==> src/dac_pkg.sv <==
// Constants and types for the DMA address, checksum and interrupt block
package dac_pkg;
  // ==========================================================
  // Register offsets (byte addresses)
  localparam logic [7:0] OFS_XFER_CTRL = 8'h00;
  localparam logic [7:0] OFS_SRC_ADDR = 8'h04;
  localparam logic [7:0] OFS_DST_ADDR = 8'h08;
  localparam logic [7:0] OFS_BEAT_CNT = 8'h0C;
  localparam logic [7:0] OFS_CK_CTRL = 8'h10;
  localparam logic [7:0] OFS_CK_DIN = 8'h14;
  localparam logic [7:0] OFS_CK_VAL = 8'h18;
  localparam logic [7:0] OFS_CK_STAT = 8'h1C;
  localparam logic [7:0] OFS_CH_SEL = 8'h20;
  localparam logic [7:0] OFS_CH_FLAGS = 8'h24;
  localparam logic [7:0] OFS_CH_ENSET = 8'h28;
  localparam logic [7:0] OFS_CH_ENCLR = 8'h2C;
  localparam logic [7:0] OFS_PEND_VEC = 8'h30;
  localparam logic [7:0] OFS_LOW_PEND = 8'h34;
  // ==========================================================
  // Field positions
  localparam int XC_SRC_INC_BIT = 0;
  localparam int XC_DST_INC_BIT = 1;
  localparam int XC_STEP_SEL_BIT = 2;
  localparam int XC_STEP_LSB = 4;
  localparam int XC_BEAT_LSB = 8;
  localparam int CK_WIDTH_LSB = 0;
  localparam int CK_POLY_BIT = 2;
  localparam int CK_CHEN_BIT = 3;
  localparam int CK_CHAN_LSB = 4;
  localparam int FL_DONE = 0;
  localparam int FL_ERR = 1;
  localparam int FL_HALT = 2;
  localparam int LP_FLAGS_LSB = 8;
  localparam int LP_ANY_BIT = 31;
  // ==========================================================
  // Sizes and reset values
  localparam int NUM_CH = 4;
  localparam int CH_W = 2;
  localparam logic [31:0] XC_RST = 32'h0000_0000;
  localparam logic [7:0] CK_CTRL_RST = 8'h00;
  localparam logic [31:0] CRC32_SEED = 32'hFFFF_FFFF;
  localparam logic [31:0] CRC16_SEED = 32'h0000_FFFF;
  localparam logic [31:0] POLY32 = 32'h04C1_1DB7;
  localparam logic [31:0] POLY16 = 32'h0000_1021;
  // ==========================================================
  // Checksum item widths and engine states
  typedef enum logic [1:0] {DAC_W8, DAC_W16, DAC_W32} dac_width_t;
  typedef enum {DAC_CK_IDLE, DAC_CK_RUN} dac_ck_state_t;
endpackage

==> src/dac_top.sv <==
// DMA address stepping, checksum engine and channel interrupt logic
`timescale 1ns/100ps
module dac_top (
  // Clock and reset
  input wire logic pclk,
  input wire logic presetn,
  // APB slave
  input wire logic psel,
  input wire logic penable,
  input wire logic pwrite,
  input wire logic [7:0] paddr,
  input wire logic [31:0] pwdata,
  output logic [31:0] prdata,
  output logic pready,
  output logic pslverr,
  // Beat sequencing from the channel engine
  input wire logic beat_load,
  input wire logic beat_next,
  output logic [31:0] src_addr_o,
  output logic [31:0] dst_addr_o,
  // Channel data passing to the checksum engine
  input wire logic chan_data_valid,
  input wire logic [dac_pkg::CH_W-1:0] chan_data_id,
  input wire logic [31:0] chan_data,
  output logic checksum_busy,
  // Channel events
  input wire logic [dac_pkg::NUM_CH-1:0] ch_block_done,
  input wire logic [dac_pkg::NUM_CH-1:0] ch_bus_error,
  input wire logic [dac_pkg::NUM_CH-1:0] ch_bad_desc,
  input wire logic [dac_pkg::NUM_CH-1:0] ch_suspended,
  input wire logic [dac_pkg::NUM_CH-1:0] ch_reset,
  // Combined interrupt
  output logic irq
);
  localparam int N = dac_pkg::NUM_CH;

  // ==========================================================
  // Register file
  logic [31:0] xfer_ctrl_r;
  logic [31:0] src_address_r;
  logic [31:0] dst_address_r;
  logic [15:0] beat_count_r;
  logic [7:0] ck_ctrl_r;
  logic [dac_pkg::CH_W-1:0] ch_sel_r;
  logic setup;
  logic wr_acc;
  logic mapped;
  logic [31:0] rd_mux;

  assign setup = psel & ~penable;
  assign wr_acc = psel & penable & pready & pwrite;

  always_ff @(posedge pclk or negedge presetn) begin
    if (!presetn) begin
      xfer_ctrl_r <= dac_pkg::XC_RST;
      src_address_r <= 32'h0000_0000;
      dst_address_r <= 32'h0000_0000;
      beat_count_r <= 16'h0000;
      ck_ctrl_r <= dac_pkg::CK_CTRL_RST;
      ch_sel_r <= '0;
    end else if (wr_acc) begin
      case (paddr)
        dac_pkg::OFS_XFER_CTRL: xfer_ctrl_r <= pwdata;
        dac_pkg::OFS_SRC_ADDR: src_address_r <= pwdata;
        dac_pkg::OFS_DST_ADDR: dst_address_r <= pwdata;
        dac_pkg::OFS_BEAT_CNT: beat_count_r <= pwdata[15:0];
        dac_pkg::OFS_CK_CTRL: ck_ctrl_r <= pwdata[7:0];
        dac_pkg::OFS_CH_SEL: ch_sel_r <= pwdata[dac_pkg::CH_W-1:0];
        default: ;
      endcase
    end
  end

  // ==========================================================
  // Address stepping
  logic src_incr_en;
  logic dst_incr_en;
  logic step_target_sel;
  logic [2:0] step_exponent;
  logic [1:0] beat_width;
  logic [31:0] beat_bytes;
  logic [31:0] src_step;
  logic [31:0] dst_step;
  logic [31:0] src_start;
  logic [31:0] dst_start;

  assign src_incr_en = xfer_ctrl_r[dac_pkg::XC_SRC_INC_BIT];
  assign dst_incr_en = xfer_ctrl_r[dac_pkg::XC_DST_INC_BIT];
  assign step_target_sel = xfer_ctrl_r[dac_pkg::XC_STEP_SEL_BIT];
  assign step_exponent = xfer_ctrl_r[dac_pkg::XC_STEP_LSB +: 3];
  assign beat_width = xfer_ctrl_r[dac_pkg::XC_BEAT_LSB +: 2];
  assign beat_bytes = {30'h0000_0000, beat_width} + 32'h0000_0001;
  // Source takes the programmed step only when step select is one
  assign src_step = step_target_sel ? (beat_bytes << step_exponent)
                                    : beat_bytes;
  assign dst_step = step_target_sel ? beat_bytes
                                    : (beat_bytes << step_exponent);
  // Start derived from the programmed end address
  assign src_start = src_incr_en ? src_address_r -
    32'(beat_count_r * src_step) : src_address_r;
  assign dst_start = dst_incr_en ? dst_address_r -
    32'(beat_count_r * dst_step) : dst_address_r;

  always_ff @(posedge pclk or negedge presetn) begin
    if (!presetn) begin
      src_addr_o <= 32'h0000_0000;
      dst_addr_o <= 32'h0000_0000;
    end else if (beat_load) begin
      src_addr_o <= src_start;
      dst_addr_o <= dst_start;
    end else if (beat_next) begin
      if (src_incr_en) begin
        src_addr_o <= src_addr_o + src_step;
      end
      if (dst_incr_en) begin
        dst_addr_o <= dst_addr_o + dst_step;
      end
    end
  end

  // ==========================================================
  // Checksum engine
  function automatic logic [31:0] crc_byte(input logic [31:0] c,
                                           input logic [7:0] d,
                                           input logic wide);
    logic [31:0] v;
    logic fb;
    v = c;
    for (int i = 7; i >= 0; i--) begin
      fb = (wide ? v[31] : v[15]) ^ d[i];
      v = v << 1;
      if (fb) begin
        v = v ^ (wide ? dac_pkg::POLY32 : dac_pkg::POLY16);
      end
    end
    if (!wide) begin
      v[31:16] = 16'h0000;
    end
    return v;
  endfunction

  dac_pkg::dac_ck_state_t ck_state_r;
  logic [31:0] ck_val_r;
  logic [31:0] ck_shift_r;
  logic [2:0] ck_left_r;
  logic ck_wide;
  logic ck_sw_ld;
  logic ck_ch_ld;
  logic [2:0] ck_bytes;

  assign ck_wide = ck_ctrl_r[dac_pkg::CK_POLY_BIT];
  // Data-in writes ignored while busy
  assign ck_sw_ld = wr_acc && paddr == dac_pkg::OFS_CK_DIN &&
                    ck_state_r == dac_pkg::DAC_CK_IDLE;
  assign ck_ch_ld = chan_data_valid && ck_ctrl_r[dac_pkg::CK_CHEN_BIT] &&
    chan_data_id == ck_ctrl_r[dac_pkg::CK_CHAN_LSB +: dac_pkg::CH_W] &&
    ck_state_r == dac_pkg::DAC_CK_IDLE && !ck_sw_ld;

  always_comb begin
    case (ck_ctrl_r[dac_pkg::CK_WIDTH_LSB +: 2])
      dac_pkg::DAC_W8: ck_bytes = 3'h1;
      dac_pkg::DAC_W16: ck_bytes = 3'h2;
      default: ck_bytes = 3'h4;
    endcase
  end

  always_ff @(posedge pclk or negedge presetn) begin
    if (!presetn) begin
      ck_state_r <= dac_pkg::DAC_CK_IDLE;
      ck_val_r <= dac_pkg::CRC32_SEED;
      ck_shift_r <= 32'h0000_0000;
      ck_left_r <= 3'h0;
    end else begin
      case (ck_state_r)
        dac_pkg::DAC_CK_IDLE: begin
          if (ck_sw_ld || ck_ch_ld) begin
            ck_shift_r <= ck_sw_ld ? pwdata : chan_data;
            ck_left_r <= ck_bytes;
            ck_state_r <= dac_pkg::DAC_CK_RUN;
          end else if (wr_acc && paddr == dac_pkg::OFS_CK_VAL) begin
            ck_val_r <= pwdata;
          end else if (wr_acc && paddr == dac_pkg::OFS_CK_CTRL) begin
            ck_val_r <= pwdata[dac_pkg::CK_POLY_BIT] ? dac_pkg::CRC32_SEED
                                                     : dac_pkg::CRC16_SEED;
          end
        end
        dac_pkg::DAC_CK_RUN: begin
          // One byte per cycle, low byte first
          ck_val_r <= crc_byte(ck_val_r, ck_shift_r[7:0], ck_wide);
          ck_shift_r <= ck_shift_r >> 8;
          ck_left_r <= ck_left_r - 3'h1;
          if (ck_left_r == 3'h1) begin
            ck_state_r <= dac_pkg::DAC_CK_IDLE;
          end
        end
        default: ck_state_r <= dac_pkg::DAC_CK_IDLE;
      endcase
    end
  end

  always_ff @(posedge pclk or negedge presetn) begin
    if (!presetn) begin
      checksum_busy <= 1'b0;
    end else begin
      checksum_busy <= (ck_state_r == dac_pkg::DAC_CK_IDLE) ?
        (ck_sw_ld | ck_ch_ld) : (ck_left_r != 3'h1);
    end
  end

  // ==========================================================
  // Channel interrupt flags and enables
  logic [2:0] fl_r [N];
  logic [2:0] en_r [N];
  logic [N-1:0] halt_d_r;
  logic [N-1:0] pend;
  logic [dac_pkg::CH_W-1:0] low_ch;

  always_ff @(posedge pclk or negedge presetn) begin
    if (!presetn) begin
      halt_d_r <= '0;
      for (int c = 0; c < N; c++) begin
        fl_r[c] <= 3'h0;
        en_r[c] <= 3'h0;
      end
    end else begin
      halt_d_r <= ch_suspended;
      for (int c = 0; c < N; c++) begin
        if (ch_reset[c]) begin
          fl_r[c] <= 3'h0;
          en_r[c] <= 3'h0;
        end else begin
          // Clear by one, then events set on top
          fl_r[c] <= (fl_r[c] &
            ~((wr_acc && paddr == dac_pkg::OFS_CH_FLAGS &&
               ch_sel_r == c) ? pwdata[2:0] : 3'h0)) |
            {ch_suspended[c] & ~halt_d_r[c],
             ch_bus_error[c] | ch_bad_desc[c],
             ch_block_done[c]};
          if (wr_acc && ch_sel_r == c &&
              paddr == dac_pkg::OFS_CH_ENSET) begin
            en_r[c] <= en_r[c] | pwdata[2:0];
          end else if (wr_acc && ch_sel_r == c &&
                       paddr == dac_pkg::OFS_CH_ENCLR) begin
            en_r[c] <= en_r[c] & ~pwdata[2:0];
          end
        end
      end
    end
  end

  always_comb begin
    low_ch = '0;
    for (int c = N - 1; c >= 0; c--) begin
      pend[c] = |(fl_r[c] & en_r[c]);
      if (pend[c]) begin
        low_ch = dac_pkg::CH_W'(c);
      end
    end
  end

  always_ff @(posedge pclk or negedge presetn) begin
    if (!presetn) begin
      irq <= 1'b0;
    end else begin
      irq <= |pend;
    end
  end

  // ==========================================================
  // APB read path, one wait-free access phase
  always_comb begin
    mapped = 1'b1;
    case (paddr)
      dac_pkg::OFS_XFER_CTRL: rd_mux = xfer_ctrl_r;
      dac_pkg::OFS_SRC_ADDR: rd_mux = src_address_r;
      dac_pkg::OFS_DST_ADDR: rd_mux = dst_address_r;
      dac_pkg::OFS_BEAT_CNT: rd_mux = {16'h0000, beat_count_r};
      dac_pkg::OFS_CK_CTRL: rd_mux = {24'h000000, ck_ctrl_r};
      dac_pkg::OFS_CK_DIN: rd_mux = 32'h0000_0000;
      dac_pkg::OFS_CK_VAL: rd_mux = ck_val_r;
      dac_pkg::OFS_CK_STAT: rd_mux = {31'h0, checksum_busy};
      dac_pkg::OFS_CH_SEL: rd_mux = 32'(ch_sel_r);
      dac_pkg::OFS_CH_FLAGS: rd_mux = {29'h0, fl_r[ch_sel_r]};
      dac_pkg::OFS_CH_ENSET: rd_mux = {29'h0, en_r[ch_sel_r]};
      dac_pkg::OFS_CH_ENCLR: rd_mux = {29'h0, en_r[ch_sel_r]};
      dac_pkg::OFS_PEND_VEC: rd_mux = 32'(pend);
      dac_pkg::OFS_LOW_PEND: begin
        rd_mux = 32'(low_ch);
        rd_mux[dac_pkg::LP_FLAGS_LSB +: 3] = fl_r[low_ch];
        rd_mux[dac_pkg::LP_ANY_BIT] = |pend;
      end
      default: begin
        rd_mux = 32'h0000_0000;
        mapped = 1'b0;
      end
    endcase
  end

  always_ff @(posedge pclk or negedge presetn) begin
    if (!presetn) begin
      prdata <= 32'h0000_0000;
      pready <= 1'b0;
      pslverr <= 1'b0;
    end else begin
      pready <= setup;
      pslverr <= setup & ~mapped;
      if (setup) begin
        prdata <= pwrite ? 32'h0000_0000 : rd_mux;
      end
    end
  end
endmodule

==> config.mk <==
export PLATFORM = sky130hd
export DESIGN_NAME = dac_top
export DESIGN_NICKNAME = d
export VERILOG_FILES = /design/src/dac_pkg.sv /design/src/dac_top.sv
export SDC_FILE = /design/constraint.sdc
export NUM_CORES = 2
export LEC_CHECK = 0
export BUFFER_PORTS_ARGS = -buffer_cell sky130_fd_sc_hd__buf_2
export CORE_ASPECT_RATIO = 1.2
export CORE_UTILIZATION = 28
export DETAILED_ROUTE_END_ITERATION = 8
export MAX_ROUTING_LAYER = met4
export SLEW_MARGIN = 20
export SYNTH_ARGS = -nofsm -noshare
export SYNTH_HDL_FRONTEND = slang
export SYNTH_SLANG_ARGS = --single-unit
==> constraint.sdc <==
create_clock -name pclk -period 6.9 [get_ports pclk]
set_input_delay 0.345 -clock pclk [delete_from_list [all_inputs] [get_ports pclk]]
set_output_delay 0.345 -clock pclk [all_outputs]
set_load 0.01 [all_outputs]
# Word-level counts from Yosys, hierarchy flattened
# Cells that the tools add are included.
[op_classes] magnitude_cmp=2 n_eq_ne=25 n_reduce_logical=58 mux=86 mul=2 addsub=6 bitwise_logic=63 n_shift=1
[ops] op="two-way mux 32 bit" n=34
[ops] op="one-hot mux 32 bit (12 select lines)" n=1
[ops] op="bitwise XOR 32 bit" n=7
[ops] op="one-hot mux 32 bit (2 select lines)" n=3
[ops] op="two-way mux 3 bit" n=27
[ops] op="adder 32 bit" n=2
[ops] op="logical NOT 32 bit" n=2
[ops] op="multiplier 16 x 32 -> 32 bit" n=2
[ops] op="subtractor 32 bit" n=2
[ops] op="equality test 8 x 6 -> 1 bit, second input constant" n=6
[ops] op="bitwise AND 3 bit" n=12
[ops] op="equality test 32 x 1 -> 1 bit, second input constant" n=1
[ops] op="equality test 8 x 5 -> 1 bit, second input constant" n=4
[ops] op="left shift 3 x 3 -> 32 bit" n=1
[ops] op="bitwise XOR 32 x 27 -> 32 bit" n=1
[ops] op="two-way mux 27 bit" n=1
[ops] op="logical AND 1 bit" n=25
[ops] op="OR 3 bit" n=8
[ops] op="AND reduction 2 bit" n=10
[ops] op="binary-select mux 3 bit (select 2 bit)" n=3
[ops] op="equality test 8 x 4 -> 1 bit, second input constant" n=2
[ops] op="two-way mux 16 bit" n=1
[ops] op="NOT 3 bit" n=5
[ops] op="OR reduction 14 bit" n=1
[ops] op="other kinds (29)" n=82
[word_totals] output_inout_bits=100 inputBits=102 regBits=349 wordCells=269

# Logic depth before layout (Yosys ltp)
[depth] word_depth=33 ltp_mapped=32 depth_no_buf=29

# Worst setup path before layout
# Ideal clock, no wire load.
[synth_path] kind="register to register" from="register xfer_ctrl_r[8]" to="register dst_addr_o[30]" arrival_ps=7126 stages_incl_launch_ff=29 setup_time_ps=136 required_time_ps=6764 path_slack_ps=-362 path_cell_list="dfrtp_1 ha_1 inv_1 nor2_1 nor2_1 mux2_2 nor2_1 clkbuf_1 nand2_1 fa_1 inv_1 fa_1 fa_1 inv_1 fa_1 fa_1 inv_1 fa_1 inv_1 ha_1 a21o_1 a21o_1 a21oi_1 a21oi_1 o41ai_1 o21bai_1 a41o_1 xor2_1 mux2i_1"
[synth_between] elab_chain_len=7
[synth_lines] item="start: declaration" line="dac_top.sv:39" source="logic [31:0] xfer_ctrl_r;"
[synth_lines] item="start signal: assignment" line="dac_top.sv:55" source="xfer_ctrl_r <= dac_pkg::XC_RST;"
[synth_lines] item="start signal: assignment" line="dac_top.sv:63" source="dac_pkg::OFS_XFER_CTRL: xfer_ctrl_r <= pwdata;"
[synth_lines] item="adder 2 x 1 -> 3 bit (*)" line="dac_top.sv:92" source="assign beat_bytes = {30'h0000_0000, beat_width} + 32'h0000_0001;"
[synth_lines] item="left shift 3 x 3 -> 32 bit" line="dac_top.sv:97" source=": (beat_bytes << step_exponent);"
[synth_lines] item="two-way mux 32 bit (*)" line="dac_top.sv:96" source="assign dst_step = step_target_sel ? beat_bytes"
[synth_lines] item="multiplier 16 x 32 -> 32 bit or adder 32 bit (tied branches)" line="dac_top.sv:102, dac_top.sv:116"
[synth_lines] item="subtractor 32 bit or two-way mux 32 bit (tied branches)" line="dac_top.sv:101, dac_top.sv:115"
[synth_lines] item="two-way mux 32 bit (on tied branches)" line="dac_top.sv:101, dac_top.sv:111"
[synth_lines] item="two-way mux 32 bit (*)" line="dac_top.sv:108" source="end else if (beat_load) begin"
[synth_lines] item="end signal: assignment" line="dac_top.sv:110" source="dst_addr_o <= dst_start;"
[synth_lines] item="end signal: assignment" line="dac_top.sv:116" source="dst_addr_o <= dst_addr_o + dst_step;"
[synth_lines] item="end: declaration" line="dac_top.sv:20" source="output logic [31:0] dst_addr_o,"
# Every way passes the cells marked *; elsewhere a longest branch is shown, timed or not. The select of a mux whose other input is x is not followed.
# A chain may end at the register's enable or synchronous reset.

# Worst setup path in the final report
[layout_path] from="register xfer_ctrl_r[8]" to="register src_addr_o[24]"
[layout_between] elab_chain_len=7
[layout_lines] item="adder 2 x 1 -> 3 bit (*)" line="dac_top.sv:92"
[layout_lines] item="left shift 3 x 3 -> 32 bit" line="dac_top.sv:94" source="assign src_step = step_target_sel ? (beat_bytes << step_exponent)"
[layout_lines] item="two-way mux 32 bit (*)" line="dac_top.sv:94"
[layout_lines] item="multiplier 16 x 32 -> 32 bit or adder 32 bit (tied branches)" line="dac_top.sv:100, dac_top.sv:113"
[layout_lines] item="subtractor 32 bit or two-way mux 32 bit (tied branches)" line="dac_top.sv:99, dac_top.sv:112"
[layout_lines] item="two-way mux 32 bit (on tied branches)" line="dac_top.sv:99, dac_top.sv:111"
[layout_lines] item="two-way mux 32 bit (*)" line="dac_top.sv:108"
[layout_lines] item="end signal: assignment" line="dac_top.sv:109" source="src_addr_o <= src_start;"
[layout_lines] item="end signal: assignment" line="dac_top.sv:113" source="src_addr_o <= src_addr_o + src_step;"
[layout_lines] item="end: declaration" line="dac_top.sv:19" source="output logic [31:0] src_addr_o,"
# Marks and branches as above.

==> results.sh <==
export IMPL_die_w_um=309
export IMPL_clkPwrFrac=0.343
export IMPL_syn_cell_area_mm2=0.0317
export IMPL_swShare=0.330
export IMPL_syn_inst=3485
export IMPL_leakagePower_nw=18.0
export IMPL_netlist_top_cells_area="dfrtp_1 (23%), fa_1 (18%), ha_1 (9.2%), inv_1 (5.8%), nand2_1 (4.5%)"
export IMPL_violations="setup timing"
export IMPL_synth_top_flop_cell="dfrtp_1"
export IMPL_cp_startpoint="xfer_ctrl_r[8]"
export IMPL_drc=0
export IMPL_root_buffer="clkbuf_16"
export IMPL_final_setup_viol_count=2
export IMPL_synth_top_family_by_area="adder cells"
export IMPL_clock_latency_ns=0.58
export IMPL_rr_worst_depth=30
export IMPL_ir_drop_mv=0.179
export IMPL_grt_overflow=0
export IMPL_async_flop_share=1.00
export IMPL_synth_compound_area_share=0.133
export IMPL_cp_start_kind="flip-flop"
export IMPL_first_global_vias=27600
export IMPL_clock_skew_ns=0.0363
export IMPL_syn_to_final_growth_pct=20.4
export IMPL_cts_buffer_depth=3
export IMPL_cts_sinks=318
export IMPL_final_cell_area_mm2=0.0382
export IMPL_grt_pass1_wl_um=168000
export IMPL_place_area_mm2=0.0358
export IMPL_crit_cells=30
export IMPL_worst_setup_path_end_kind="flip-flop"
export IMPL_drt_iter0_markers=1619
export IMPL_synthMuxAreaShare=0.0632
export IMPL_htreeDepth=2
export IMPL_hold_path_class="in2reg"
export IMPL_grt_start_max_net_pins=112
export IMPL_final_cells=5328
export IMPL_slew_headroom=0.328
export IMPL_hpwl_um=88200
export IMPL_core_area_mm2=0.112
export IMPL_ant_nets=0
export IMPL_min_period_over_period=1.01
export IMPL_critical_path_endpoint="src_addr_o[24]"
export IMPL_cts_reportedPaths_clkPinSlew_ns=0.07
export IMPL_avgSynthCellArea_um2=9.11
export IMPL_worst_slew_pin_slew_ns=1.00
export IMPL_timing_fmax_mhz=144
export IMPL_fin_util=0.342
export IMPL_synth_simple_area_share=0.144
export IMPL_rsz0062_at_grt="yes"
export IMPL_synth_edf_count=0
export IMPL_crit_type="reg2reg"
export IMPL_setup_ws_ns=-0.0486
export IMPL_fin_crit_ns=6.95
export IMPL_r2r_start="xfer_ctrl_r[8]"
export IMPL_gr_usage_all_layers=0.198
export IMPL_vias_per_cell=5.00
export IMPL_port_buffers=201
export IMPL_yosysWarnings=0
export IMPL_slowest_stage="fa_1"
export IMPL_fillCellCount=11500
export IMPL_dp_cells=5234
export IMPL_p_sw_mw=1.90
export IMPL_post_drt_wl_per_cell_um=20.6
export IMPL_drive_above_1_share=0.225
export IMPL_mostFrequentLayoutCells="inv_1 (472), nand2_1 (369), dfrtp_1 (285)"
export IMPL_power_frac_seq=0.374
export IMPL_finalSetupTns_ns=-0.0651
export IMPL_status="finished with violations"
export IMPL_mappedNetlistNets=4098
export IMPL_dieArea_mm2=0.115
export IMPL_gp_congestion=0.956
export IMPL_crit_top_cell="fa_1"
export IMPL_synthXorXnorAreaFrac=0.0602
export IMPL_yosysUniqueCellTypes=86
export IMPL_drv_slew=0
export IMPL_worst_ep_arrival_time_ns=7.38
export IMPL_maxCapViolations=0
export IMPL_nets=4417
export IMPL_vias=26700
export IMPL_antenna_found_initial=4
export IMPL_comb_power_share=0.283
export IMPL_fp_row_count=134
export IMPL_crit_family="adder cells"
export IMPL_required_ns=7.33
export IMPL_p_per_area_mw_per_mm2=151
export IMPL_holdWs_ns=0.0282
export IMPL_cts_buffers=34
export IMPL_drt_pass1_iter_count=5
export IMPL_io_pins=202
export IMPL_finalHoldViolations=0
export IMPL_ys_ff_latch=318
export IMPL_dieHeight_um=371
export IMPL_layout_commonest_cell="inv_1"
export IMPL_cts_tree="built"
export IMPL_rrSetupSlack_ns=-0.05
export IMPL_min_path_cells=3
export IMPL_p_int_mw=3.86
export IMPL_initial_core_util=0.284
export IMPL_rr_endpoint="src_addr_o[24]"
export IMPL_yosys_area_top_type="dfrtp_1"
export IMPL_ys_seq_area_frac=0.252
export IMPL_yosys_area_share_adder=0.267
export IMPL_wl_um=110000
export IMPL_cp_max_fo=7
export IMPL_synth_top_area_frac=0.225
export IMPL_crit_buf_inv=9
export IMPL_cpPeakStageDelay_ns=0.55
-- cell usage after synthesis (all sizes together), types with 17 or more instances --
library cell and n:
fa 278, and3 36, o22ai 24, buf 30
and2 182, inv 487, mux2i 38, a22oi 26
a21oi 152, a221oi 36, dfrtp 286, xnor2 117
mux2 126, o221ai 22, a22o 17, nand4 17
nor2b 18, ha 233, dfstp 32, nand3 35
nor2 166, nor3 51, a21o 46, clkbuf 155
o21ai 167, nand2 382, xor2 91, a211oi 28
-- worst register-to-register path, delay by kind of cell, from the launching register on --
family	cells	cell delay, ns
flops	1	0.41
simple gates	5	0.56
buf+inv	9	0.98
fa+ha+maj	8	3.30
mux	2	0.55
xor+xnor	1	0.11
compound gates	5	0.92
-- per-stage QoR --
step / power, mW / setup WS (ns)
3_3_place_gp: 3.70 / -0.260
5_1_grt: 6.00 / -0.296
2_1_floorplan: 3.20 / -0.00762
3_5_place_dp: 3.71 / -0.388
4_1_cts: 5.73 / -0.0277
6_report: 5.75 / -0.0486
-- sequential cells by signal (all words and copies together), names as in the netlist --
name and count:
xfer_ctrl_r 32, irq 1, beat_count_r 16, ck_ctrl_r 8
ck_state_r 1, src_addr_o 32, ck_left_r 3, pready 1
en_r 12, dst_addr_o 32, src_address_r 32, ck_val_r 32
ck_shift_r 32, checksum_busy 1, dst_address_r 32, fl_r 12
prdata 32, ch_sel_r 2, halt_d_r 4, pslverr 1
-- logic make-up (layout without fill, tap and decap cells) --
family | Yosys count | count (layout)
DFF | 318 | 318
buffers and inverters | 673 | 1016
adders and majority gates | 511 | 511
other | 0 | 4
AOI/OAI and AO/OA | 643 | 643
and+or+nand+nor | 959 | 959
xor gates and xnor gates | 208 | 208
muxes | 173 | 173
-- layout make-up --
cell class | count | area (um2) | area share
timing repair buffer | 468 | 3180 | 0.0832
inverter | 488 | 1830 | 0.0479
multi-input combinational | 2494 | 22200 | 0.580
clock buffer | 45 | 943 | 0.0247
clock inverter | 15 | 203 | 0.00531
tap | 1496 | 1870 | 0.0490
sequential | 318 | 8000 | 0.209
antenna | 4 | 10.0 | 0.000262
-- power by group through the flow --
| stage | registers, mW | logic, mW | clock network [mW] |
|---|---|---|---|
| 2_1_floorplan | 2.13 | 1.07 | 0 |
| 3_3_place_gp | 2.18 | 1.51 | 0 |
| 3_5_place_dp | 2.19 | 1.52 | 0 |
| 4_1_cts | 2.15 | 1.56 | 2.02 |
| 5_1_grt | 2.16 | 1.76 | 2.08 |
| 6_report | 2.15 | 1.63 | 1.97 |
-- routing by layer --
metal  share of wire  vias up  wire [um]  GRT usage
met1            0.39    13400      42400      0.222
met3           0.042      237       4650     0.0247
met5               0        -          0          -
li1                -    12200          -          -
met4           0.062        0       6810      0.107
met2            0.51      742      56100      0.341
-- timing repair --
item                                   CTS  global route
gates resized for setup                 45           157
setup endpoints to repair               33            37
pin swaps                               23            85
endpoints found under the hold margin   59             0
hold buffers                            13             0
buffers inserted                         3            18
-- worst min-delay path by stage --
stage	startpoint	endpoint	slack, ns
floorplan	presetn	beat_count_r[0]	0.05
global placement	presetn	ck_shift_r[31]	0.35
detailed placement	presetn	ck_shift_r[31]	0.35
CTS	ch_block_done[3]	fl_r[0]	0.003
global route	ch_block_done[0]	fl_r[9]	0.03
finish	ch_bus_error[1]	fl_r[7]	0.03
Power figures use the tool's default switching activity.
